`src/design/reset_cause_pkg.sv`:
```
// constants, offsets and field layout of the reset-cause flag block
`default_nettype none
package reset_cause_pkg;
  // ****************************************
  // register byte offsets
  // ****************************************
  localparam logic [7:0] OFF_CAUSE_STATUS = 8'h00;
  localparam logic [7:0] OFF_IRQ_STATUS   = 8'h04;
  localparam logic [7:0] OFF_IRQ_MASK     = 8'h08;
  localparam logic [7:0] OFF_LAST_EVENT   = 8'h0C;
  localparam logic [7:0] OFF_EVENT_COUNT  = 8'h10;

  // ****************************************
  // field positions, shared by flags, events and interrupts
  // ****************************************
  localparam int unsigned NUM_SRC         = 4;
  localparam int unsigned BIT_BROWN_OUT   = 0;
  localparam int unsigned BIT_POWER_ON    = 1;
  localparam int unsigned BIT_RESET_INSTR = 2;
  localparam int unsigned BIT_PIN_RESET   = 3;

  // ****************************************
  // values after reset, and the default counter width
  // ****************************************
  localparam logic [3:0]  FLAGS_RESET     = 4'hF;
  localparam logic [3:0]  IRQ_MASK_RESET  = 4'h0;
  localparam logic [31:0] DATA_ZERO       = 32'h0000_0000;
  localparam int unsigned CNT_W_DEFAULT   = 8;

  // wishbone slave phases
  typedef enum logic [0:0] {
    WB_IDLE = 1'b0,
    WB_ACK  = 1'b1
  } wb_state_t;
endpackage
`default_nettype wire

```
`src/design/reg_access_if.sv`:
```
// register access strobes passed from the bus port to the register owners
`default_nettype none
interface reg_access_if;
  logic        wr_stb;  // one-cycle write commit
  logic [7:0]  addr;
  logic [3:0]  sel;
  logic [31:0] wdata;
  logic [31:0] rdata;   // read mux of the top

  modport bus  (output wr_stb, output addr, output sel, output wdata, input rdata);
  modport regs (input wr_stb, input addr, input sel, input wdata);
  modport top  (input wr_stb, input addr, input sel, input wdata, output rdata);
endinterface
`default_nettype wire

```
`src/design/wb_reg_port.sv`:
```
// classic wishbone slave turning bus cycles into register strobes
`default_nettype none
module wb_reg_port (
  // clock and reset
  input  wire logic        clk_i,
  input  wire logic        rst_i,
  // wishbone slave
  input  wire logic        cyc_i,
  input  wire logic        stb_i,
  input  wire logic        we_i,
  input  wire logic [7:0]  adr_i,
  input  wire logic [3:0]  sel_i,
  input  wire logic [31:0] dat_i,
  output logic      [31:0] dat_o,
  output logic             ack_o,
  // register side
  reg_access_if.bus        ra
);
  reset_cause_pkg::wb_state_t state_reg;
  reset_cause_pkg::wb_state_t state_next;
  logic                       req;

  // request is seen only in idle, so a held request is not taken twice
  assign req = cyc_i & stb_i & (state_reg == reset_cause_pkg::WB_IDLE);

  // ****************************************
  // strobes toward the registers
  // ****************************************
  assign ra.wr_stb = req & we_i;
  assign ra.addr   = adr_i;
  assign ra.sel    = sel_i;
  assign ra.wdata  = dat_i;
  assign ack_o     = (state_reg == reset_cause_pkg::WB_ACK);

  // one ack per request, dropped the cycle after
  always_comb begin
    case (state_reg)
      reset_cause_pkg::WB_IDLE: state_next = req ? reset_cause_pkg::WB_ACK
                                                 : reset_cause_pkg::WB_IDLE;
      reset_cause_pkg::WB_ACK:  state_next = reset_cause_pkg::WB_IDLE;
      default:                  state_next = reset_cause_pkg::WB_IDLE;
    endcase
  end

  // state register
  always_ff @(posedge clk_i) begin
    if (rst_i) begin
      state_reg <= reset_cause_pkg::WB_IDLE;
    end else begin
      state_reg <= state_next;
    end
  end

  // read data captured with the request, held until the next request
  always_ff @(posedge clk_i) begin
    if (rst_i) begin
      dat_o <= reset_cause_pkg::DATA_ZERO;
    end else if (req) begin
      dat_o <= we_i ? reset_cause_pkg::DATA_ZERO : ra.rdata;
    end
  end
endmodule
`default_nettype wire

```
`src/design/event_irq.sv`:
```
// sticky event status, mask and level interrupt
`default_nettype none
module event_irq #(
  parameter int unsigned N = reset_cause_pkg::NUM_SRC
) (
  // clock and reset
  input  wire logic         clk_i,
  input  wire logic         rst_i,
  // events and register access
  input  wire logic [N-1:0] evt_i,
  reg_access_if.regs        ra,
  // state out
  output logic      [N-1:0] status_o,
  output logic      [N-1:0] mask_o,
  output logic              irq_o
);
  logic         lane0;
  logic [N-1:0] clr;
  logic [N-1:0] mask_next;

  assign lane0 = ra.wr_stb & ra.sel[0];
  // write one to clear
  assign clr   = (lane0 && ra.addr == reset_cause_pkg::OFF_IRQ_STATUS) ?
                 ra.wdata[N-1:0] : '0;
  // mask after this edge, so the line follows a mask write without a lag
  assign mask_next = (lane0 && ra.addr == reset_cause_pkg::OFF_IRQ_MASK) ?
                     ra.wdata[N-1:0] : mask_o;

  // a new event outranks a clear in the same cycle
  always_ff @(posedge clk_i) begin
    if (rst_i) begin
      status_o <= '0;
    end else begin
      status_o <= evt_i | (status_o & ~clr);
    end
  end

  // mask, same layout as status
  always_ff @(posedge clk_i) begin
    if (rst_i) begin
      mask_o <= reset_cause_pkg::IRQ_MASK_RESET[N-1:0];
    end else begin
      mask_o <= mask_next;
    end
  end

  // level output, registered so it is glitch free
  always_ff @(posedge clk_i) begin
    if (rst_i) begin
      irq_o <= 1'b0;
    end else begin
      irq_o <= |((evt_i | (status_o & ~clr)) & mask_next);
    end
  end
endmodule
`default_nettype wire

```
`src/design/reset_cause_flags.sv`:
```
// reset-cause flag register with wishbone access, event counters and interrupt
//
// Design decisions made here: register access over Wishbone and the placing of the registers.
`default_nettype none
module reset_cause_flags #(
  parameter int unsigned CNT_W = reset_cause_pkg::CNT_W_DEFAULT
) (
  // clock and reset
  input  wire logic        clk_i,
  input  wire logic        rst_i,
  // wishbone slave
  input  wire logic        cyc_i,
  input  wire logic        stb_i,
  input  wire logic        we_i,
  input  wire logic [7:0]  adr_i,
  input  wire logic [3:0]  sel_i,
  input  wire logic [31:0] dat_i,
  output logic      [31:0] dat_o,
  output logic             ack_o,
  // reset-source event pulses from the reset generator
  input  wire logic        pin_reset_evt_i,
  input  wire logic        reset_instr_evt_i,
  input  wire logic        power_on_evt_i,
  input  wire logic        brown_out_evt_i,
  // state toward the core
  output logic      [3:0]  flags_o,
  output logic             irq_o
);
  localparam int unsigned N = reset_cause_pkg::NUM_SRC;

  reg_access_if ra ();

  logic [N-1:0]       evt;
  logic [N-1:0]       flag_clr;
  logic [N-1:0]       flag_set;
  logic [N-1:0]       flags_reg;
  logic [N-1:0]       last_event_reg;
  logic [N-1:0]       irq_status;
  logic [N-1:0]       irq_mask;
  logic [N*CNT_W-1:0] count_reg;
  logic               lane0;
  logic [31:0]        rdata_next;

  // ****************************************
  // bus port and interrupt
  // ****************************************
  wb_reg_port u_port (
    .clk_i (clk_i),
    .rst_i (rst_i),
    .cyc_i (cyc_i),
    .stb_i (stb_i),
    .we_i  (we_i),
    .adr_i (adr_i),
    .sel_i (sel_i),
    .dat_i (dat_i),
    .dat_o (dat_o),
    .ack_o (ack_o),
    .ra    (ra.bus)
  );

  event_irq #(.N(N)) u_irq (
    .clk_i    (clk_i),
    .rst_i    (rst_i),
    .evt_i    (evt),
    .ra       (ra.regs),
    .status_o (irq_status),
    .mask_o   (irq_mask),
    .irq_o    (irq_o)
  );

  // ****************************************
  // event decode
  // ****************************************
  // events gathered in flag-bit order
  always_comb begin
    evt                                   = '0;
    evt[reset_cause_pkg::BIT_PIN_RESET]   = pin_reset_evt_i;
    evt[reset_cause_pkg::BIT_RESET_INSTR] = reset_instr_evt_i;
    evt[reset_cause_pkg::BIT_POWER_ON]    = power_on_evt_i;
    evt[reset_cause_pkg::BIT_BROWN_OUT]   = brown_out_evt_i;
  end

  // each source clears only its own flags; power-on also clears brown-out
  always_comb begin
    flag_clr                                   = '0;
    flag_clr[reset_cause_pkg::BIT_PIN_RESET]   = pin_reset_evt_i;
    flag_clr[reset_cause_pkg::BIT_RESET_INSTR] = reset_instr_evt_i;
    flag_clr[reset_cause_pkg::BIT_POWER_ON]    = power_on_evt_i;
    flag_clr[reset_cause_pkg::BIT_BROWN_OUT]   = brown_out_evt_i | power_on_evt_i;
  end

  // ****************************************
  // flag register
  // ****************************************
  assign lane0    = ra.wr_stb & ra.sel[0];
  // firmware writes ones to re-arm; a zero written leaves a flag alone
  assign flag_set = (lane0 && ra.addr == reset_cause_pkg::OFF_CAUSE_STATUS) ?
                    ra.wdata[N-1:0] : '0;

  // clear by event wins over a firmware set; unrelated events hold the bit
  generate
    for (genvar i = 0; i < N; i++) begin : g_flag
      always_ff @(posedge clk_i) begin
        if (rst_i) begin
          flags_reg[i] <= reset_cause_pkg::FLAGS_RESET[i];
        end else if (flag_clr[i]) begin
          flags_reg[i] <= 1'b0;
        end else if (flag_set[i]) begin
          flags_reg[i] <= 1'b1;
        end
      end
    end
  endgenerate

  assign flags_o = flags_reg;

  // ****************************************
  // diagnostics: last events and counters
  // ****************************************
  // last non-empty event vector, kept until the next event
  always_ff @(posedge clk_i) begin
    if (rst_i) begin
      last_event_reg <= '0;
    end else if (|evt) begin
      last_event_reg <= evt;
    end
  end

  // saturating count per source; a byte-lane write zeroes that counter,
  // an event in the same cycle still counts as one
  generate
    for (genvar i = 0; i < N; i++) begin : g_cnt
      logic cnt_clr;
      logic cnt_full;
      assign cnt_clr  = ra.wr_stb & ra.sel[i] &
                        (ra.addr == reset_cause_pkg::OFF_EVENT_COUNT);
      assign cnt_full = &count_reg[i*CNT_W +: CNT_W];
      always_ff @(posedge clk_i) begin
        if (rst_i) begin
          count_reg[i*CNT_W +: CNT_W] <= '0;
        end else if (cnt_clr) begin
          count_reg[i*CNT_W +: CNT_W] <= {{(CNT_W-1){1'b0}}, evt[i]};
        end else if (evt[i] && !cnt_full) begin
          count_reg[i*CNT_W +: CNT_W] <= count_reg[i*CNT_W +: CNT_W] + 1'b1;
        end
      end
    end
  endgenerate

  // ****************************************
  // read mux
  // ****************************************
  // unmapped offsets and unused bits read zero
  always_comb begin
    rdata_next = reset_cause_pkg::DATA_ZERO;
    case (ra.addr)
      reset_cause_pkg::OFF_CAUSE_STATUS: rdata_next[N-1:0] = flags_reg;
      reset_cause_pkg::OFF_IRQ_STATUS:   rdata_next[N-1:0] = irq_status;
      reset_cause_pkg::OFF_IRQ_MASK:     rdata_next[N-1:0] = irq_mask;
      reset_cause_pkg::OFF_LAST_EVENT:   rdata_next[N-1:0] = last_event_reg;
      reset_cause_pkg::OFF_EVENT_COUNT:  rdata_next = 32'(count_reg);
      default:                           rdata_next = reset_cause_pkg::DATA_ZERO;
    endcase
  end

  assign ra.rdata = rdata_next;
endmodule
`default_nettype wire

```
`config.mk`:
```
export PLATFORM = sky130hd
export DESIGN_NAME = reset_cause_flags
export DESIGN_NICKNAME = d
export VERILOG_FILES = /design/src/design/reset_cause_pkg.sv /design/src/design/reg_access_if.sv /design/src/design/wb_reg_port.sv /design/src/design/event_irq.sv /design/src/design/reset_cause_flags.sv
export SDC_FILE = /design/constraint.sdc
export NUM_CORES = 1
export LEC_CHECK = 0
export ABC_CLOCK_PERIOD_IN_PS = 7530
export BUFFER_PORTS_ARGS = -buffer_cell sky130_fd_sc_hd__clkbuf_2
export CORE_UTILIZATION = 35
export CTS_BUF_LIST = sky130_fd_sc_hd__clkbuf_2
export DETAILED_ROUTE_END_ITERATION = 7
export PLACE_DENSITY = 0.62
export SLEW_MARGIN = 20
export SYNTH_ARGS = -nofsm -noshare
export SYNTH_HDL_FRONTEND = slang
export SYNTH_HIERARCHICAL = 1
export SYNTH_SLANG_ARGS = --single-unit
```
`constraint.sdc`:
```
create_clock -name clk_i -period 7.53 [get_ports clk_i]
set_clock_uncertainty 0.1 [all_clocks]
set_input_delay 1.506 -clock clk_i [delete_from_list [all_inputs] [get_ports clk_i]]
set_output_delay 1.506 -clock clk_i [all_outputs]
set_load 0.03 [all_outputs]
```
==> run metrics <==
Post-Synthesis Cells=between 400 and 500; die footprint=between 10000 and 15000 sq um; Root Buffer=clkbuf_2; drt drc=0; R2R Setup Slk=4.57 ns; RSZ-0062 raised after global routing=false; DR pass1 iterations=5; clock-pin slew of the registers on the worst-case setup and hold paths=between 0.2 and 0.25 ns; Post-CTS Repair Setup Buffers=0; slew margin rel.=between 50% and 60%; Sw Ratio=about 28%; Via-to-Cell Ratio=approximately 5.4; Starting Density=between 30 and 40%; dpl cells=between 600 and 700; routability-driven placement congestion ratio=between 0.8 and 0.9; Worst IR Drop VDD=between 0.05 and 0.06 mV; P&R area growth vs syn=8.42%; total track usage=around 16%; CP Class=primary input to flop; Leak=~0.0018 uW; share of layout cells above drive strength 1=18.6%; Max-cap violations=0; core area=approximately 12000 sq um; PwrDens=roughly 160 nW/um^2; clock share of power=between 30% and 40%; CTS Hold Bufs=0; antenna violations before repair=1; Setup TNS=0 ns; Worst Setup End Kind=flop; switching power=about 210 uW; TritonCTS buffer count=9; CTS tree=done; syn nets=around 530; vias post-DR=approximately 3700; Clk Latency, worst-skew pair=~0.57 ns; Synth Cell Area=roughly 4400 sq um; Worst Hold Class=flop to flop; Slew Viols, Final=0; Setup Viol. Count Final=0; H-tree depth=3; FMAX=~280 MHz; Logic pwr share=approximately a tenth; Tcrit/Tclk final=about 48%; status=finished, final reports clean; internal power=547 uW; Setup crit start kind=primary input; cell row count=40; vias in the first global route=about 3500; largest net degree at the start of global routing=84; PortBufs=62; Hold Slack=between 0.3 and 0.4 ns; Die Height=between 100 and 150 microns; worst path required time=7.93 ns; critical path arrival=between 3 and 4 ns; Final Hold Violating Endpoints=0; total grt overflow=0; Final Instance Area=4810 sq um; placed wire-length estimate=about 6900 microns; first-pass GRT wire length=about 17000 microns; initial DRC count=~240; min Tclk post-route=3.59 ns; DIE WIDTH=115 microns; Max clock buf depth=2; Clock Sinks=slightly above 80; syn_area_per_cell=9.31 sq um; yosys warns=6; Non-Filler Instances=685; num ports=between 90 and 100; post-CTS sizing=0; Worst Tran Pin Value=~0.7 ns; sequential power share=between 50% and 60%; Detailed Route WL=around 10000 microns; Avg WL per Cell=14.6 microns; Crit Path Max Fanout=34; Final nets=~570; Routed Antenna Nets=0; dpl cell area=4700 sq um
## worst paths after layout
path | startpoint | endpoint | cells after the start
worst min register to register | u_port/dat_o[22] | u_port/dat_o[22] | 2
worst max register to register | u_port/ack_o | u_irq/irq_o | 7
worst min-delay path | u_port/dat_o[22] | u_port/dat_o[22] | 2
worst max-delay path | stb_i | u_irq/irq_o | 8
## through the flow
step	total power [uW]	utilization (%)	setup slack (ns)
2_1_floorplan	521	-	4.03
6_report	758	39.4	3.94
5_1_grt	791	39.4	3.67
3_3_place_gp	532	38.5	3.32
3_5_place_dp	534	38.5	3.36
4_1_cts	765	39.4	3.96
## layer usage
metal,vias to the layer above,global-route usage [%],part of all wire (%),wire (microns)
met4,0,4.94,1.2,123
met5,-,0,0,0
met1,1760,19.6,46,4570
met3,10,3.92,4.6,461
li1,1822,-,-,-
met2,80,28.1,49,4880
## critical path: stages
cell and delay, ns:
clkbuf_2 0.07, and3b_2 0.17, buf_4 0.46, and2_1 0.42
nor4bb_1 0.57, nand4_1 0.20, a221o_1 0.35, a41oi_1 0.21
## power groups by stage
stage / Sequential [uW] / Clock, uW / Combinational (uW)
finish: 451 / 233 / 74.6
global route: 453 / 256 / 81.7
CTS: 451 / 240 / 74.9
detailed placement: 459 / 0 / 74.8
global placement: 459 / 0 / 73.0
floorplan: 460 / 0 / 60.2
## cell type report
type / instances / area, sq um
multi-input cells: 343 / 2480
diodes: 1 / 2.50
clock buffers: 10 / 50.0
clock inverters: 6 / 57.6
inverters: 9 / 33.8
flip-flops and latches: 82 / 1640
repair buffers: 66 / 340
well taps: 168 / 210
fillers: 1237 / 7400
## layout by cell type, fill, tap and decap left out, types with 10 or more instances in the layout
master    instances
a21oi_1          17
and3_1           30
clkbuf_2         72
dfxtp_1          82
mux2i_1          36
nand2_1          12
nand2b_1         34
nand3_1          12
nand4_1          12
nor2_1           38
o21ai_0          10
or3b_1           32
Note: power is estimated with default switching activity, not from simulation.
